===== config.mk =====
export PLATFORM = sky130hd
export DESIGN_NAME = dwf_monitor
export DESIGN_NICKNAME = d
export VERILOG_FILES = /design/src/design/dwf_pkg.sv /design/src/design/dwf_monitor.sv
export SDC_FILE = /design/constraint.sdc
export NUM_CORES = 1
export LEC_CHECK = 0
export BUFFER_PORTS_ARGS = -buffer_cell sky130_fd_sc_hd__buf_2
export CORE_MARGIN = 5
export CORE_UTILIZATION = 45
export CTS_BUF_LIST = sky130_fd_sc_hd__clkbuf_16
export DETAILED_ROUTE_END_ITERATION = 12
export PLACE_DENSITY = 0.68
export SYNTH_ARGS = -nofsm -noshare
export SYNTH_HDL_FRONTEND = slang
export SYNTH_SLANG_ARGS = --single-unit

===== constraint.sdc =====
create_clock -name i_ref_clk -period 14.3 [get_ports i_ref_clk]
set_input_delay 1.43 -clock i_ref_clk [delete_from_list [all_inputs] [get_ports i_ref_clk]]
set_output_delay 1.43 -clock i_ref_clk [all_outputs]
set_load 0.05 [all_outputs]

===== src/design/dwf_pkg.sv =====
package dwf_pkg;
  // Parameter numbers of the readable monitor values
  localparam int unsigned PARAM_BRIDGE_TEMP   = 1368;
  localparam int unsigned PARAM_MOTOR_TEMP    = 1373;
  localparam int unsigned PARAM_AMBIENT_TEMP  = 1378;
  localparam int unsigned PARAM_TOTAL_POWERED = 1482;
  localparam int unsigned PARAM_POWER_DOWNS   = 1484;
  localparam int unsigned PARAM_CUR_ENABLED   = 1487;

  // Timing
  localparam int unsigned CLK_PERIOD_NS = 10;
  localparam int unsigned ETI_TICK_NS   = 1_000_000_000;
  localparam int unsigned TICK_CYC_DEF  = ETI_TICK_NS / CLK_PERIOD_NS;

  // Warning numbering
  localparam int unsigned WARN_COUNT = 18;
  localparam logic [4:0]  WARN_NONE  = 5'h00;

  // Within 10 % of a maximum: value * 10 >= max * 9
  localparam logic [19:0] NEAR_NUM = 20'h0_0009;
  localparam logic [19:0] NEAR_DEN = 20'h0_000A;

  // Backup supply window in millivolts (18 V and 32 V)
  localparam logic [15:0] BACKUP_MIN_MV = 16'h4650;
  localparam logic [15:0] BACKUP_MAX_MV = 16'h7D00;

  // Current and velocity scale in percent
  localparam logic [6:0]  SCALE_FULL_PCT = 7'h64;

  // Reset values
  localparam logic [31:0] CNT_RST  = 32'h0000_0000;
  localparam logic [15:0] TEMP_RST = 16'h0000;
  localparam logic [17:0] WARN_RST = 18'h0_0000;

  typedef enum logic [4:0] {
    DISP_BLANK   = 5'b00001,
    DISP_READY   = 5'b00010,
    DISP_ENABLED = 5'b00100,
    DISP_WARNING = 5'b01000,
    DISP_FAULT   = 5'b10000
  } dwf_disp_t;
endpackage


===== src/design/dwf_monitor.sv =====
`timescale 1ns/100ps
module dwf_monitor
  import dwf_pkg::*;
#(
  parameter int unsigned TICK_CYC = TICK_CYC_DEF
) (
  input  wire logic        i_ref_clk,          // Drive clock
  input  wire logic        i_sys_rst,          // Sync reset, high
  input  wire logic        i_fault_active,     // A fault is present
  input  wire logic [4:0]  i_fault_num,        // Number of the fault
  input  wire logic        i_brake_fitted,     // Motor brake present
  input  wire logic        i_logic_ok,         // Logic voltage applied
  input  wire logic        i_hv_ready,         // High power ready
  input  wire logic        i_soft_start,       // Soft start running
  input  wire logic        i_hw_enable,        // Hardware enable input
  input  wire logic        i_enable_req,       // Enable request pulse
  input  wire logic        i_disable_req,      // Disable request pulse
  input  wire logic        i_power_down,       // Power-down event pulse
  input  wire logic [15:0] i_bridge_temp,      // Bridge temperature
  input  wire logic [15:0] i_bridge_temp_max,  // Bridge maximum
  input  wire logic [15:0] i_motor_temp,       // Winding temperature
  input  wire logic [15:0] i_motor_temp_max,   // Winding maximum
  input  wire logic [15:0] i_ambient_temp,     // Control card temperature
  input  wire logic [15:0] i_ambient_temp_max, // Ambient maximum
  input  wire logic [15:0] i_regen_power,      // Filtered regen power
  input  wire logic [15:0] i_regen_rating,     // Continuous regen rating
  input  wire logic [15:0] i_pos_error,        // Position error magnitude
  input  wire logic [15:0] i_pos_err_limit,    // Tracking threshold
  input  wire logic        i_pos_mode,         // Position control selected
  input  wire logic        i_limit_cw,         // Clockwise limit active
  input  wire logic        i_limit_ccw,        // Counter-clockwise limit
  input  wire logic [15:0] i_backup_mv,        // Backup supply, mV
  input  wire logic        i_manual_mode,      // Manual operation
  input  wire logic [6:0]  i_manual_pct,       // Manual scale, percent
  input  wire logic [2:0]  i_thermal_limiting, // Bridge, motor, ambient
  input  wire logic        i_version_mismatch, // Firmware vs fieldbus
  input  wire logic [1:0]  i_model_warn,       // Application warnings
  input  wire logic [15:0] i_current_demand,   // Signed demand pre-limit
  input  wire logic [15:0] i_i2t_limit,        // I2t current limit
  input  wire logic [31:0] i_it_integral,      // Integrated demand
  input  wire logic [31:0] i_it_max,           // Max current-time product
  output logic             o_amp_power_on,     // Amplifier power allowed
  output logic             o_brake_engage,     // Engage motor brake
  output logic             o_drive_enabled,    // Drive enabled
  output logic             o_engage_blocked,   // Engage refused
  output logic             o_inhibit_cw,       // No clockwise motion
  output logic             o_inhibit_ccw,      // No counter-clockwise
  output logic             o_current_limited,  // Current is limited
  output logic [6:0]       o_current_pct,      // Current limit scale
  output logic [6:0]       o_velocity_pct,     // Velocity limit scale
  output dwf_disp_t        o_disp_mode,        // Display symbol
  output logic [4:0]       o_disp_num,         // Number after U or F
  output logic             o_disp_dot,         // Current limit dot
  output logic [17:0]      o_warnings,         // Warning bits, U1 at 0
  output logic [15:0]      o_bridge_temp,      // Readable bridge temp
  output logic [15:0]      o_motor_temp,       // Readable motor temp
  output logic [15:0]      o_ambient_temp,     // Readable ambient temp
  output logic [31:0]      o_total_powered,    // Powered seconds
  output logic [31:0]      o_powered_since_on, // Seconds since power-up
  output logic [31:0]      o_power_downs,      // Power-down count
  output logic [31:0]      o_enabled_total,    // Enabled seconds total
  output logic [31:0]      o_enabled_since_on, // Enabled since power-up
  output logic [31:0]      o_current_enabled   // Enabled since enable
);

  logic [31:0] tick_cnt_reg;
  logic [31:0] tick_cnt_next;
  logic        tick;
  logic        refused_reg;
  logic [17:0] warn;
  logic [4:0]  warn_num;
  logic        near_motor;
  logic        near_bridge;
  logic        near_ambient;
  logic        near_regen;
  logic [15:0] demand_abs;
  logic        preconds_ok;
  logic        enable_ok;
  logic        enable_refused;
  logic        enabled_next;
  logic        dot_next;
  logic        limited_next;
  dwf_disp_t   disp_next;
  logic [4:0]  num_next;
  logic [6:0]  scale_next;
  logic        enable_rise;
  logic        enabled_tick;

  // Widened to 20 bits so that max * 9 cannot overflow the 16-bit reading
  function automatic logic near_max(input logic [15:0] v, input logic [15:0] m);
    near_max = ({4'h0, v} * NEAR_DEN) >= ({4'h0, m} * NEAR_NUM);
  endfunction

  assign near_motor   = near_max(i_motor_temp, i_motor_temp_max);
  assign near_bridge  = near_max(i_bridge_temp, i_bridge_temp_max);
  assign near_ambient = near_max(i_ambient_temp, i_ambient_temp_max);
  assign near_regen   = near_max(i_regen_power, i_regen_rating);
  assign demand_abs   = i_current_demand[15] ? (16'h0000 - i_current_demand)
                                             : i_current_demand;

  assign warn[0]  = i_soft_start & ~i_hv_ready;
  assign warn[1]  = near_motor;
  assign warn[2]  = near_bridge;
  assign warn[3]  = near_regen;
  assign warn[4]  = i_pos_mode & (i_pos_error > i_pos_err_limit);
  assign warn[5]  = i_limit_cw | i_limit_ccw;
  assign warn[6]  = (i_backup_mv < BACKUP_MIN_MV)
                  | (i_backup_mv > BACKUP_MAX_MV);
  assign warn[7]  = i_manual_mode;
  assign warn[8]  = refused_reg;
  assign warn[9]  = i_thermal_limiting[0];
  assign warn[10] = i_thermal_limiting[1];
  assign warn[11] = i_thermal_limiting[2];
  assign warn[12] = near_ambient;
  assign warn[13] = i_version_mismatch;
  assign warn[14] = i_model_warn[0];
  assign warn[15] = i_model_warn[1];
  assign warn[16] = o_drive_enabled & (demand_abs >= i_i2t_limit);
  assign warn[17] = i_it_integral > i_it_max;

  // Lowest number wins: scan from the top so the last hit is the smallest
  always_comb begin
    warn_num = WARN_NONE;
    for (int i = WARN_COUNT - 1; i >= 0; i--) begin
      if (warn[i]) begin
        warn_num = 5'(i + 1);
      end
    end
  end

  // Enable needs hardware enable, high power, no soft start, no mismatch
  assign preconds_ok    = i_logic_ok & i_hv_ready & i_hw_enable
                        & ~warn[0] & ~i_version_mismatch;
  assign enable_ok      = i_enable_req & ~i_fault_active & preconds_ok;
  assign enable_refused = i_enable_req & ~i_fault_active & ~preconds_ok;
  assign enabled_next   = i_fault_active      ? 1'b0 :
                          i_disable_req       ? 1'b0 :
                          ~preconds_ok        ? 1'b0 :
                          enable_ok           ? 1'b1 : o_drive_enabled;

  // Manual mode, foldback and I2t/IT all light the dot
  assign dot_next     = (|i_thermal_limiting) | i_manual_mode
                      | warn[16] | warn[17];
  assign limited_next = dot_next | near_motor | near_bridge
                      | near_ambient;

  assign disp_next = i_fault_active        ? DISP_FAULT   :
                     (warn_num != WARN_NONE) ? DISP_WARNING :
                     o_drive_enabled       ? DISP_ENABLED :
                     (i_logic_ok & i_hv_ready) ? DISP_READY : DISP_BLANK;
  assign num_next  = i_fault_active ? i_fault_num : warn_num;

  // Tick period sets the unit of every elapsed-time counter
  assign tick          = (tick_cnt_reg == TICK_CYC - 1);
  assign tick_cnt_next = tick ? CNT_RST : tick_cnt_reg + 32'h0000_0001;
  assign enable_rise   = enabled_next & ~o_drive_enabled;
  assign enabled_tick  = tick & o_drive_enabled;
  assign scale_next    = i_manual_mode ? i_manual_pct : SCALE_FULL_PCT;

  always_ff @(posedge i_ref_clk) begin
    if (i_sys_rst) begin
      refused_reg <= 1'b0;
    end else if (enable_refused) begin
      refused_reg <= 1'b1;
    end else if (o_drive_enabled) begin
      refused_reg <= 1'b0;
    end
  end

  always_ff @(posedge i_ref_clk) begin
    if (i_sys_rst) begin
      o_amp_power_on    <= 1'b0;
      o_brake_engage    <= 1'b0;
      o_drive_enabled   <= 1'b0;
      o_engage_blocked  <= 1'b0;
    end else begin
      o_amp_power_on    <= ~i_fault_active & i_hv_ready;
      o_brake_engage    <= i_fault_active & i_brake_fitted;
      o_drive_enabled   <= enabled_next;
      o_engage_blocked  <= ~preconds_ok;
    end
  end

  // Only the blocked direction stops, so the axis can still leave a switch
  always_ff @(posedge i_ref_clk) begin
    if (i_sys_rst) begin
      o_inhibit_cw      <= 1'b0;
      o_inhibit_ccw     <= 1'b0;
    end else begin
      o_inhibit_cw      <= i_limit_cw;
      o_inhibit_ccw     <= i_limit_ccw;
    end
  end

  always_ff @(posedge i_ref_clk) begin
    if (i_sys_rst) begin
      o_current_limited <= 1'b0;
      o_current_pct     <= SCALE_FULL_PCT;
      o_velocity_pct    <= SCALE_FULL_PCT;
    end else begin
      o_current_limited <= limited_next;
      o_current_pct     <= scale_next;
      o_velocity_pct    <= scale_next;
    end
  end

  always_ff @(posedge i_ref_clk) begin
    if (i_sys_rst) begin
      o_disp_mode       <= DISP_BLANK;
      o_disp_num        <= WARN_NONE;
      o_disp_dot        <= 1'b0;
      o_warnings        <= WARN_RST;
    end else begin
      o_disp_mode       <= disp_next;
      o_disp_num        <= num_next;
      o_disp_dot        <= dot_next;
      o_warnings        <= warn;
    end
  end

  always_ff @(posedge i_ref_clk) begin
    if (i_sys_rst) begin
      o_bridge_temp  <= TEMP_RST;
      o_motor_temp   <= TEMP_RST;
      o_ambient_temp <= TEMP_RST;
    end else begin
      o_bridge_temp  <= i_bridge_temp;
      o_motor_temp   <= i_motor_temp;
      o_ambient_temp <= i_ambient_temp;
    end
  end

  always_ff @(posedge i_ref_clk) begin
    if (i_sys_rst) begin
      tick_cnt_reg <= CNT_RST;
    end else begin
      tick_cnt_reg <= tick_cnt_next;
    end
  end

  // Totals restart at reset; preloading from non-volatile storage is outside
  always_ff @(posedge i_ref_clk) begin
    if (i_sys_rst) begin
      o_total_powered    <= CNT_RST;
      o_powered_since_on <= CNT_RST;
    end else if (tick) begin
      o_total_powered    <= o_total_powered + 32'h0000_0001;
      o_powered_since_on <= o_powered_since_on + 32'h0000_0001;
    end
  end

  always_ff @(posedge i_ref_clk) begin
    if (i_sys_rst) begin
      o_power_downs <= CNT_RST;
    end else if (i_power_down) begin
      o_power_downs <= o_power_downs + 32'h0000_0001;
    end
  end

  always_ff @(posedge i_ref_clk) begin
    if (i_sys_rst) begin
      o_enabled_total    <= CNT_RST;
      o_enabled_since_on <= CNT_RST;
    end else if (enabled_tick) begin
      o_enabled_total    <= o_enabled_total + 32'h0000_0001;
      o_enabled_since_on <= o_enabled_since_on + 32'h0000_0001;
    end
  end

  // A fresh enable restarts the per-enable time
  always_ff @(posedge i_ref_clk) begin
    if (i_sys_rst) begin
      o_current_enabled <= CNT_RST;
    end else if (enable_rise) begin
      o_current_enabled <= CNT_RST;
    end else if (enabled_tick) begin
      o_current_enabled <= o_current_enabled + 32'h0000_0001;
    end
  end

endmodule


; Word-level counts from Yosys, hierarchy flattened
; Index checks and enable logic that the tools add are counted.
[op_classes]
n_addsub = 8
mul = 8
order_cmp = 9
n_eq_ne = 1
n_mux = 30
bitwise = 29
n_reduce_logical = 9
[ops]
columns = cell, n
row1 = "32-bit by 1-bit adder with 32-bit output, second input constant", 7
row2 = 5-bit two-way mux, 20
row3 = 20-bit greater-or-equal comparator, 4
row4 = "16-bit by 4-bit multiplier with 20-bit output, second input constant", 4
row5 = "16-bit by 3-bit multiplier with 19-bit output, second input constant", 4
row6 = "32-bit by 27-bit == test with 1-bit output, second input constant", 1
row7 = 32-bit greater-than comparator, 1
row8 = 16-bit greater-or-equal comparator, 1
row9 = "16-bit by 15-bit greater-than comparator with 1-bit output, second input constant", 1
row10 = 16-bit greater-than comparator, 1
row11 = "16-bit by 15-bit < comparator with 1-bit output, second input constant", 1
row12 = 16-bit two-way mux, 1
row13 = "1-bit by 16-bit subtractor with 16-bit output, first input constant", 1
row14 = 1-bit AND, 14
row15 = 1-bit OR, 8
row16 = 2-bit OR reduction, 4
row17 = 1-bit NOT, 7
row18 = 1-bit two-way mux, 6
row19 = 3-bit OR reduction, 2
row20 = 5-bit nonzero test, 1
row21 = 4-bit two-way mux, 1
row22 = 4-bit OR reduction, 1
row23 = 3-bit two-way mux, 1
row24 = 2-bit two-way mux, 1
row25 = 2-bit nonzero test, 1
[totals]
ff_bits = 316
output_inout_bits = 290

; Logic depth before layout (Yosys ltp)
; Gate-level depths: netlist (run 1).
[depth]
depth_word = 24
mapped_depth = 23

; Worst setup path before layout (run 1)
; No wires, ideal clock.
[synth_timing]
path_kind = input to register
startpoint = input port i_ambient_temp_max[1]
endpoint = register o_disp_mode[1]
arrival_time_ps = 6151
required_ps = 14203
slack_ps = 8053
cell_stages = 20
path_cell_list = ha_1 > ha_1 > fa_1 > a21o_1 > a21oi_1 > o21bai_1 > a211o_1 > a31o_2 > o41ai_1 > nor2b_1 > o21ai_0 > xor2_1 > ha_1 > and4_1 > a221oi_1 > a2111oi_0 > o31a_1 > o32a_1 > a2111o_1 > nor4b_1
[synth_between]
elab_chain_cells = 17
[synth_rtl]
columns = item, line
row1 = "start, declared", dwf_monitor.sv:24  ; input wire logic [15:0] i_ambient_temp_max,
row2 = 16-bit by 4-bit multiplier with 20-bit output, dwf_monitor.sv:91  ; near_max = ({4'h0, v} * NEAR_DEN) >= ({4'h0, m} * NEAR_NUM);
row3 = 20-bit greater-or-equal comparator, dwf_monitor.sv:91
row4 = 5-bit two-way mux (13 in series), dwf_monitor.sv:125  ; if (warn[i]) begin
row5 = 5-bit nonzero test, dwf_monitor.sv:148  ; (warn_num != WARN_NONE) ? DISP_WARNING :
row6 = 4-bit OR reduction (no line), --
row7 = "end signal, assigned", dwf_monitor.sv:214  ; o_disp_mode <= disp_next;
row8 = "end, declared", dwf_monitor.sv:51  ; output dwf_disp_t o_disp_mode,
; No other way between the ends.
; A chain may end at the register's enable or synchronous reset.

; Final worst setup path (run 1)
[layout_timing]
startpoint = input port i_bridge_temp[2]
endpoint = register o_disp_mode[1]
[layout_between]
elab_chain_cells = 7
[layout_rtl]
columns = item, line
row1 = "start, declared", dwf_monitor.sv:19  ; input wire logic [15:0] i_bridge_temp,
row2 = 16-bit by 3-bit multiplier with 19-bit output, dwf_monitor.sv:91
row3 = 20-bit greater-or-equal comparator, dwf_monitor.sv:91
row4 = 5-bit two-way mux (3 in series), dwf_monitor.sv:125
row5 = 5-bit nonzero test, dwf_monitor.sv:148
row6 = 4-bit OR reduction (no line), --
; No other way between the ends.

==> reports/metrics.cfg, run 1 <==
[power_and_ir_drop]
powerDensity_nw_per_um2=96.6
worst_ir_drop_vdd_v=0.0000861
leakage_nw=12.8

[worst_setup_path]
critPathMaxFanout=6
required_ps=14750
r2r_start=tick_cnt_reg[0]
crit_arrival_ps=7100
reg2reg_depth=9
r2r_end=o_enabled_total[30]
crit_path_start_kind=primary input
crit_type=primary input to flip-flop
critPathCaptureType=flip-flop
ff2ff_setup_slack_ps=10890

[timing]
worst_slew_pin_slew_ps=999
fin_setup_tns_ps=0
hold_viol_final=0
fin_crit_sh_pct=46.5
final_max_slew_viol_count=0
slew_headroom_pct=33.4
skew_ps=18.7
setup_viol=0
period_minus_slack_ps=6650
fmax_ghz=0.150
rsz0062_at_grt=false

[drt]
drt-initial-drc-count=1022
via_count=20700
viasPerCell=5.42
first_pass_iters=5
routedWlPerCell_um=18.3
drc=0
drt_wl_total_mm=69.9
drtAntennaViolNets=0

[clock_tree]
cts-root-buf=clkbuf_16
clock_latency_ps=550
h-tree-depth=2
clk_pin_slew_ps=60
cts_buffers=38
cts_tree=yes
cts_hold_buf=0
cts_buffer_depth=3
cts_repair_resize_count=0
clock_sinks=316
post_cts_buffers=0

[min_path]
hp-class=flip-flop to flip-flop
hold_start=tick_cnt_reg[0]
min_to=tick_cnt_reg[0]
hold_depth=1

[global_routing]
grt_busiest_layer=met2
grt_pass1_wl_mm=109
grt.overflow.total=0
first_global_vias=20400
grtUsageMet3_pct=5.78
use_met2_pct=44.0
grt_max_degree=92
grt_usage_pct=25.2
antenna_found_initial=7
grtUsageMet1_pct=31.1

[place]
io_buffers=594
place_hpwl_mm=58.4
placed_cells=3749
gp_congestion=0.968

[floorplan]
die_h_um=231
boundaryPins=595
initial_utilization_pct=45.7
core_um2=47900
die_w_um=231
num_rows=80
dieArea_um2=53200

[final_layout]
n_fill_cell=4482
area_delta_synth_final_pct=21.9
seqCellArea_um2=6330
stdcell_count=3817
drive_above_1_share_pct=21.7
layout.nets=3851
multi_input_area_um2=14700

[logic_synthesis]
avgSynthCellArea_um2=8.46
ys_warn_count=0
synthArstFlopShare_pct=0
syn_inst=2590
ys_types=68
synth_seq_cells=316
syn-num-nets=3267
synth_edf_count=0
ys_seq_area_share_pct=28.9
syn-cell-area_um2=21900
ys.flop_type=dfxtp_1

[run_status]
outcome=completed

[job]
cap_violations=0

==> through the flow <==
step	total power, mW	hold WS, ps	utilization (%)	setup WS, ps	instance area, um^2
after detailed placement	1.64	457	53.1	7100	25500
after CTS	2.61	470	55.7	7650	26700
final	2.58	465	55.7	7650	26700
after floorplan	1.43	426	-	8050	21900
after global placement	1.62	442	53.1	7260	25500
after global routing	2.74	519	55.7	7400	26700
==> routing by layer <==
layer / vias to the layer above / wire (um)
li1: 10300 / -
met3: 101 / 4710
met5: - / 34
met2: 533 / 33300
met1: 9741 / 29900
met4: 6 / 1930
==> cell type report <==
cell class,count,area share (%)
Tap cell,615,2.88
Sequential cell,316,23.7
Antenna cell,2,0.0187
Clock inverter,28,1.07
Clock buffer,38,3.56
Timing Repair Buffer,598,11.3
Multi-Input combinational cell,2057,55.2
Inverter,163,2.29
==> worst max-delay path by stage <==
stage	startpoint	end	slack, ps	depth (start not counted)
after global placement	i_bridge_temp[2]	o_disp_mode[1]	7260	21
after global routing	i_bridge_temp[2]	o_disp_mode[1]	7400	21
after detailed placement	i_bridge_temp[2]	o_disp_mode[1]	7100	21
after floorplan	i_ambient_temp_max[1]	o_disp_mode[1]	8050	20
final	i_bridge_temp[2]	o_disp_mode[1]	7650	21
after CTS	i_bridge_temp[2]	o_disp_mode[1]	7650	21
==> worst max-delay path: stages <==
cell and delay [ps]:
buf_2 120, ha_1 310, ha_1 300, a21o_1 190, a21oi_1 190, nand2b_1 130, a21boi_0 100, o41ai_1 510
nor2b_1 150, or3_1 370, a21oi_1 180, xnor2_1 160, ha_1 270, and4_1 220, a221oi_1 250, o21ai_0 120
a21oi_1 710, o2111ai_1 280, o32a_1 430, a2111o_1 420, nor4b_1 250
==> where the power goes <==
group          switching, mW  internal [mW]
clock network          0.404          0.547
registers            0.00739          0.899
logic                  0.422          0.299
total                  0.834           1.74
==> cell usage after synthesis, drive strengths merged, types with 5 or more instances <==
cell type	instances	share of area (%)
o211ai	8	0.27
a211oi	22	0.75
xor2	157	6.3
nand4	56	1.7
dfxtp	316	29
or2	22	0.63
a211o	5	0.20
buf	15	0.41
and2	19	0.54
nor2	267	4.6
o21bai	7	0.24
or3	68	1.9
a21o	29	0.99
ha	364	21
and3	55	1.6
o311ai	6	0.27
nand2	188	3.2
xnor2	111	4.4
inv	163	2.8
nand3b	5	0.17
nor2b	85	2.4
a31o	5	0.20
o31ai	13	0.45
o21a	12	0.41
nand3	88	2.0
nor4	17	0.55
clkbuf	39	0.67
o21ai	106	2.4
and4	20	0.80
a21oi	160	3.7
fa	8	0.73
a21boi	15	0.51
a31oi	20	0.57
o41ai	7	0.28
nand2b	22	0.63
nor4b	7	0.28
nor3	45	1.1
==> cell families after synthesis <==
family / Yosys count / share of synthesized area [%]
and+or+nand+nor: 975 / 22.6
AOI/OAI and AO/OA: 440 / 12.3
adders and majority gates: 372 / 21.5
DFF: 316 / 28.9
xor gates and xnor gates: 268 / 10.7
buffers and inverters: 217 / 3.87
muxes: 2 / 0.0914
==> placed cells by master, fill, tap and decap left out, types with 21 or more instances in the layout <==
cell type | Yosys | final
or3_1 | 68 | 68
nand4_1 | 55 | 55
a21o_1 | 29 | 29
and3_1 | 54 | 54
inv_1 | 163 | 167
or2_2 | 21 | 21
dfxtp_1 | 316 | 316
nand2b_1 | 22 | 22
nor3_1 | 43 | 43
nand3_1 | 87 | 87
buf_2 | 3 | 593
clkbuf_16 | 0 | 38
ha_1 | 364 | 364
o21ai_0 | 106 | 106
xor2_1 | 157 | 157
nor2_1 | 267 | 267
a21oi_1 | 160 | 160
a211oi_1 | 22 | 22
nor2b_1 | 85 | 85
nand2_1 | 188 | 188
xnor2_1 | 111 | 111
Power figures use the tool's default switching activity.
==> run 2: changes to the inputs <==
--- a/config.mk
+++ b/config.mk
@@ -5,6 +5,7 @@
 export SDC_FILE = /design/constraint.sdc
 export NUM_CORES = 1
 export LEC_CHECK = 0
+export ABC_AREA = 1
 export BUFFER_PORTS_ARGS = -buffer_cell sky130_fd_sc_hd__buf_2
 export CORE_MARGIN = 5
 export CORE_UTILIZATION = 45
==> constraint.sdc (replaced) <==
create_clock -name i_ref_clk -period 6.66 [get_ports i_ref_clk]
set_input_delay 0.666 -clock i_ref_clk [delete_from_list [all_inputs] [get_ports i_ref_clk]]
set_output_delay 0.666 -clock i_ref_clk [all_outputs]
set_load 0.05 [all_outputs]
==> run 2 against run 1 <==
Sequential cell count is the same. Clock skew is 1.5 ps higher. Final cell count rose by 18%. First-iteration DRC count increased by 3.4%. Core utilization shrank 0.56 points. Non-clock buffer count did not move. Worst setup slack lost 6100 ps. Global-route usage down 1.7 points. Combinational power rose by 110%. Clock power grew 130%. Area after synthesis rose by 6.0%.
==> reports/metrics.cfg, run 2 <==
[run_status]
outcome=completed

[logic_synthesis]
syn_inst=3182
yosysTopAreaCellShare_pct=27.2
syn-num-nets=3859
synth.most_common_cell=inv_1
ys_warn_count=0
synth_area_leaders=dfxtp_1 (27%), ha_1 (20%), inv_1 (8.9%)
synth_common_cells=inv_1 (552), nand2_1 (467), ha_1 (364)
ys_seq_area_share_pct=27.2
ys_types=63
ys.flop_type=dfxtp_1
synth_seq_cells=316
synth.largest_area_cell=dfxtp_1
synth_edf_count=0
avgSynthCellArea_um2=7.30
synthArstFlopShare_pct=0
syn-cell-area_um2=23200

[clock_tree]
clock_latency_ps=570
clk_pin_slew_ps=60
h-tree-depth=2
cts_hold_buf=0
clock_sinks=316
cts-root-buf=clkbuf_16
cts_repair_resize_count=0
cts_buffer_depth=3
cts_buffers=40
post_cts_buffers=0
cts_tree=yes

[place]
dpl_cell_area_um2=26900
gp_congestion=0.917
place_hpwl_mm=57.6
io_buffers=594

[timing]
skew_ps=20.2
worst_slew_pin_slew_ps=1120
hold_viol_final=0
fmax_ghz=0.197
slew_headroom_pct=25.4
final_max_slew_viol_count=0
fin_crit_sh_pct=76.3
setup_viol=0
period_minus_slack_ps=5080
rsz0062_at_grt=false
fin_setup_tns_ps=0

[final_layout]
drive_above_1_share_pct=19.9
layout_common_cells=buf_2 (593), inv_1 (559), nand2_1 (467)
layout.nets=4457
final_common_cell=buf_2
area_delta_synth_final_pct=21.5
finish.instance_area_um2=28200

[drt]
wl_met1_mm=30.7
via_count=22300
drt_wl_total_mm=69.2
drc=0
first_pass_iters=5
viasPerCell=4.96
routedWlPerCell_um=15.4
top_layer_used=met5
dr_wl_met3_mm=5.16
drtAntennaViolNets=0
drt-initial-drc-count=1057
wl_met2_mm=31.5

[power_and_ir_drop]
worst_ir_drop_vdd_v=0.000200
powerDensity_nw_per_um2=200
leakage_nw=14.2
power_mw=5.64

[worst_setup_path]
crit_path_start_kind=primary input
ff2ff_setup_slack_ps=3290
crit_top_cell=nand2_1
crit_type=primary input to flip-flop
required_ps=7150
crit_slowest_cell=o41ai_1
r2r_end=o_enabled_total[31]
slowest_delay_ps=550
critPathCaptureType=flip-flop
cp-startpoint=i_motor_temp[1]
crit_arrival_ps=5570
reg2reg_depth=21
critPathMaxFanout=3
crit_path_end=o_disp_mode[1]
r2r_start=tick_cnt_reg[0]

[min_path]
hp-class=primary input to flip-flop
hold_start=i_manual_pct[6]

[global_routing]
grt_usage_pct=23.4
grt_max_degree=64
grt_pass1_wl_mm=108
antenna_found_initial=10
first_global_vias=20800
grt.overflow.total=0

[floorplan]
initial_utilization_pct=45.4
die_h_um=237
die_w_um=237
dieArea_um2=56300
boundaryPins=595
core_um2=51200
num_rows=83

[job]
cap_violations=0

-- run 2: cell types whose count changed after synthesis, sizes merged, moves of 42 or more --
cell | before | now
inv | 163 | 557
nand2 | 188 | 484
a21oi | 160 | 303
nor2 | 267 | 361
nor2b | 85 | 0
xnor2 | 111 | 31
or3 | 68 | 1
xor2 | 157 | 102
nor3 | 45 | 97
and3 | 55 | 7
o21ai | 106 | 148
-- run 2: cell families after synthesis --
| family | Yosys count | synth area share (%) |
|---|---|---|
| AOI/OAI and AO/OA | 555 | 13.1 |
| adders and majority gates | 372 | 20.3 |
| xor gates and xnor gates | 133 | 5.01 |
| DFF | 316 | 27.2 |
| buffers and inverters | 600 | 9.90 |
| and+or+nand+nor | 1206 | 24.4 |
-- run 2: power breakdown --
part           total (mW)  internal (mW)  switching, mW
logic                1.53          0.587          0.941
registers            1.94           1.93         0.0139
clock network        2.17           1.26          0.903
-- run 2: layout make-up --
cell class / count / area [um^2]
antenna: 5 / 12.5
clock buffer: 40 / 1000
clock inverter: 33 / 313
fill: 5028 / 23000
inverter: 558 / 2100
multi-input combinational: 2266 / 14600
sequential: 316 / 6330
tap: 680 / 851
timing repair buffer: 598 / 3010
-- run 2: routing by layer --
metal  up-vias  track usage [%]
met5         -                0
met4         8             6.16
met3       102             5.50
met2       564             39.0
met1      9937             30.7
li1      11700                -
-- run 2: critical path: cells and delay by family --
| family | cells | cell delay, ps |
|---|---|---|
| buffers and inverters | 5 | 400 |
| xor gates and xnor gates | 1 | 160 |
| adders and majority gates | 4 | 1150 |
| and+or+nand+nor | 14 | 1470 |
| AOI/OAI and AO/OA | 9 | 1740 |
-- run 2: worst min-delay path by stage --
stage                   endpoint  slack, ps  depth (start not counted)
3_3_place_gp     tick_cnt_reg[0]        430                          1
6_report       o_velocity_pct[6]        290                          2
5_1_grt        o_velocity_pct[6]        270                          2
3_5_place_dp     tick_cnt_reg[0]        440                          1
2_1_floorplan    tick_cnt_reg[0]        420                          1
4_1_cts        o_velocity_pct[6]        250                          2
-- run 2: through the flow --
stage | worst slack [ps] | hold slack (ps) | util (%) | std cells
after global routing | 1050 | 271 | 55.1 | 4493
after CTS | 1610 | 252 | 55.1 | 4491
final | 1580 | 286 | 55.1 | 4496
after global placement | 1110 | 430 | 52.5 | 4418
after detailed placement | 990 | 441 | 52.5 | 4418
after floorplan | 1790 | 418 | - | 3182
==> run 3: changes to the inputs <==
==> constraint.sdc (replaced) <==
create_clock -name i_ref_clk -period 4.8 [get_ports i_ref_clk]
set_input_delay 0.48 -clock i_ref_clk [delete_from_list [all_inputs] [get_ports i_ref_clk]]
set_output_delay 0.48 -clock i_ref_clk [all_outputs]
set_load 0.05 [all_outputs]
==> run 3 against run 2 <==
Sequential share of layout area down 1.1 points. Worst hold slack lost 160 ps. Clock power up 30%. Critical path depth grew 1. First-iteration DRC count rose by 5.0%. Final cell count up 3.6%. Clock-buffer cell count down 1. Total power increased by 42%.
==> reports/metrics.cfg, run 3 (same netlist as run 2, synthesis figures left out) <==
[worst_setup_path]
required_ps=5280
slowest_delay_ps=380
critPathCaptureType=flip-flop
ff2ff_setup_slack_ps=1480
crit_top_cell=nand2_1
critPathMaxFanout=3
crit_slowest_cell=fa_1
crit_path_start_kind=primary input
crit_arrival_ps=4910
crit_type=primary input to flip-flop

[timing]
worst_slew_pin_slew_ps=752
finalWorstSetupSlack_ps=371
fin_setup_tns_ps=0
setup_viol=0
skew_ps=9.21
fmax_ghz=0.226
slew_headroom_pct=49.8
hold_ws_ps=121
period_minus_slack_ps=4430
final_max_slew_viol_count=0
rsz0062_at_grt=true
hold_viol_final=0
fin_crit_sh_pct=92.3

[clock_tree]
h-tree-depth=2
cts_tree=yes
cts_buffer_depth=3
cts_buffers=39
cts_hold_buf=0
cts-root-buf=clkbuf_16
clk_pin_slew_ps=60
clock_sinks=316
clock_latency_ps=550

[final_layout]
final_common_cell=buf_2
layout_common_cells=buf_2 (590), inv_1 (559), nand2_1 (459)
layout.nets=4617
area_delta_synth_final_pct=27.5
n_fill_cell=4902
drive_above_1_share_pct=24.2

[power_and_ir_drop]
power.internal_mw=5.34
powerDensity_nw_per_um2=269
combPwrFrac_pct=30.8
leakage_nw=14.9
p_sw_mw=2.64
seqPwrFrac_pct=33.8
swShare_pct=33.1
worst_ir_drop_vdd_v=0.000297
clockPowerShare_pct=35.3

[drt]
dr_wl_met3_mm=5.08
drt_wl_total_mm=71.3
drtAntennaViolNets=0
via_count=23000
wl_met2_mm=32.4
top_layer_used=met5
first_pass_iters=5
drc=0
drt-initial-drc-count=1110
viasPerCell=4.94
wl_met1_mm=31.4
routedWlPerCell_um=15.3

[job]
cap_violations=0

[global_routing]
grt_usage_pct=23.8
first_global_vias=21600
grt.overflow.total=0
grt_max_degree=72
grt_pass1_wl_mm=111
antenna_found_initial=16

[min_path]
hp-class=primary input to flip-flop

[floorplan]
die_w_um=237
boundaryPins=595
num_rows=83
core_um2=51200
dieArea_um2=56300
initial_utilization_pct=45.4
die_h_um=237

[run_status]
outcome=completed

[place]
preCtsSetupSlack_ps=-351
io_buffers=594
gp_congestion=0.928
place_hpwl_mm=59.2

==> run 3: changes by cell type in the layout (fill, tap and decap cells not counted), sizes merged <==
cell      delta
clkbuf       -1
bufinv       -2
clkinv       +2
inv          +3
buf        +161
diode        +3
clkinvlp     -4
==> run 3: path summary, 6_finish.rpt <==
check	from	endpoint	cells after the start
setup reg to reg	tick_cnt_reg[0]	o_enabled_total[31]	21
setup / recovery	i_motor_temp[3]	o_disp_mode[1]	34
hold / removal	i_manual_pct[5]	o_velocity_pct[5]	2
hold reg to reg	tick_cnt_reg[0]	tick_cnt_reg[0]	1
==> run 3: power groups by stage <==
stage	Combinational, mW	Sequential, mW	Clock (mW)
after floorplan	1.34	2.93	0
after global placement	2.34	2.75	0
after detailed placement	2.36	2.75	0
after CTS	2.38	2.70	2.90
after global routing	2.79	2.70	3.02
final	2.46	2.70	2.82
==> run 3: through the flow <==
step	total power [mW]	cells	cell area (um^2)	util [%]
2_1_floorplan	4.27	3182	23200	-
6_report	7.98	4658	29600	57.9
5_1_grt	8.51	4655	29600	57.8
4_1_cts	7.97	4641	29300	57.1
3_5_place_dp	5.11	4570	28000	54.8
3_3_place_gp	5.09	4570	28000	54.8
==> run 3: cell type report <==
cell class                 instances  area (um^2)  share of cell area, %
inverter                         558         2100                   7.09
sequential                       316         6330                   21.4
clock buffer                      39          976                   3.29
antenna                            8         20.0                 0.0676
tap                              680          851                   2.87
multi-input combinational       2266        14900                   50.2
timing repair buffer             759         4240                   14.3
clock inverter                    32          244                  0.824
==> run 3: worst max-delay path: cells and delay by family <==
family / cells / cell delay (ps)
XOR/XNOR: 1 / 160
adder cells (fa/ha/maj): 4 / 1130
AO/OA/AOI/OAI: 9 / 1240
buffers and inverters: 6 / 530
AND/OR/NAND/NOR: 14 / 1390
==> run 3: layer usage <==
layer | track usage (%) | vias up
met2 | 39.5 | 572
li1 | - | 12000
met4 | 7.50 | 12
met3 | 5.71 | 127
met1 | 30.9 | 10300
met5 | 0 | -
==> run 3: what timing repair did <==
| item | CTS | global route |
|---|---|---|
| endpoints found under the setup margin | 0 | 8 |
| setup buffers | 0 | 9 |
| gates resized for setup | 0 | 67 |
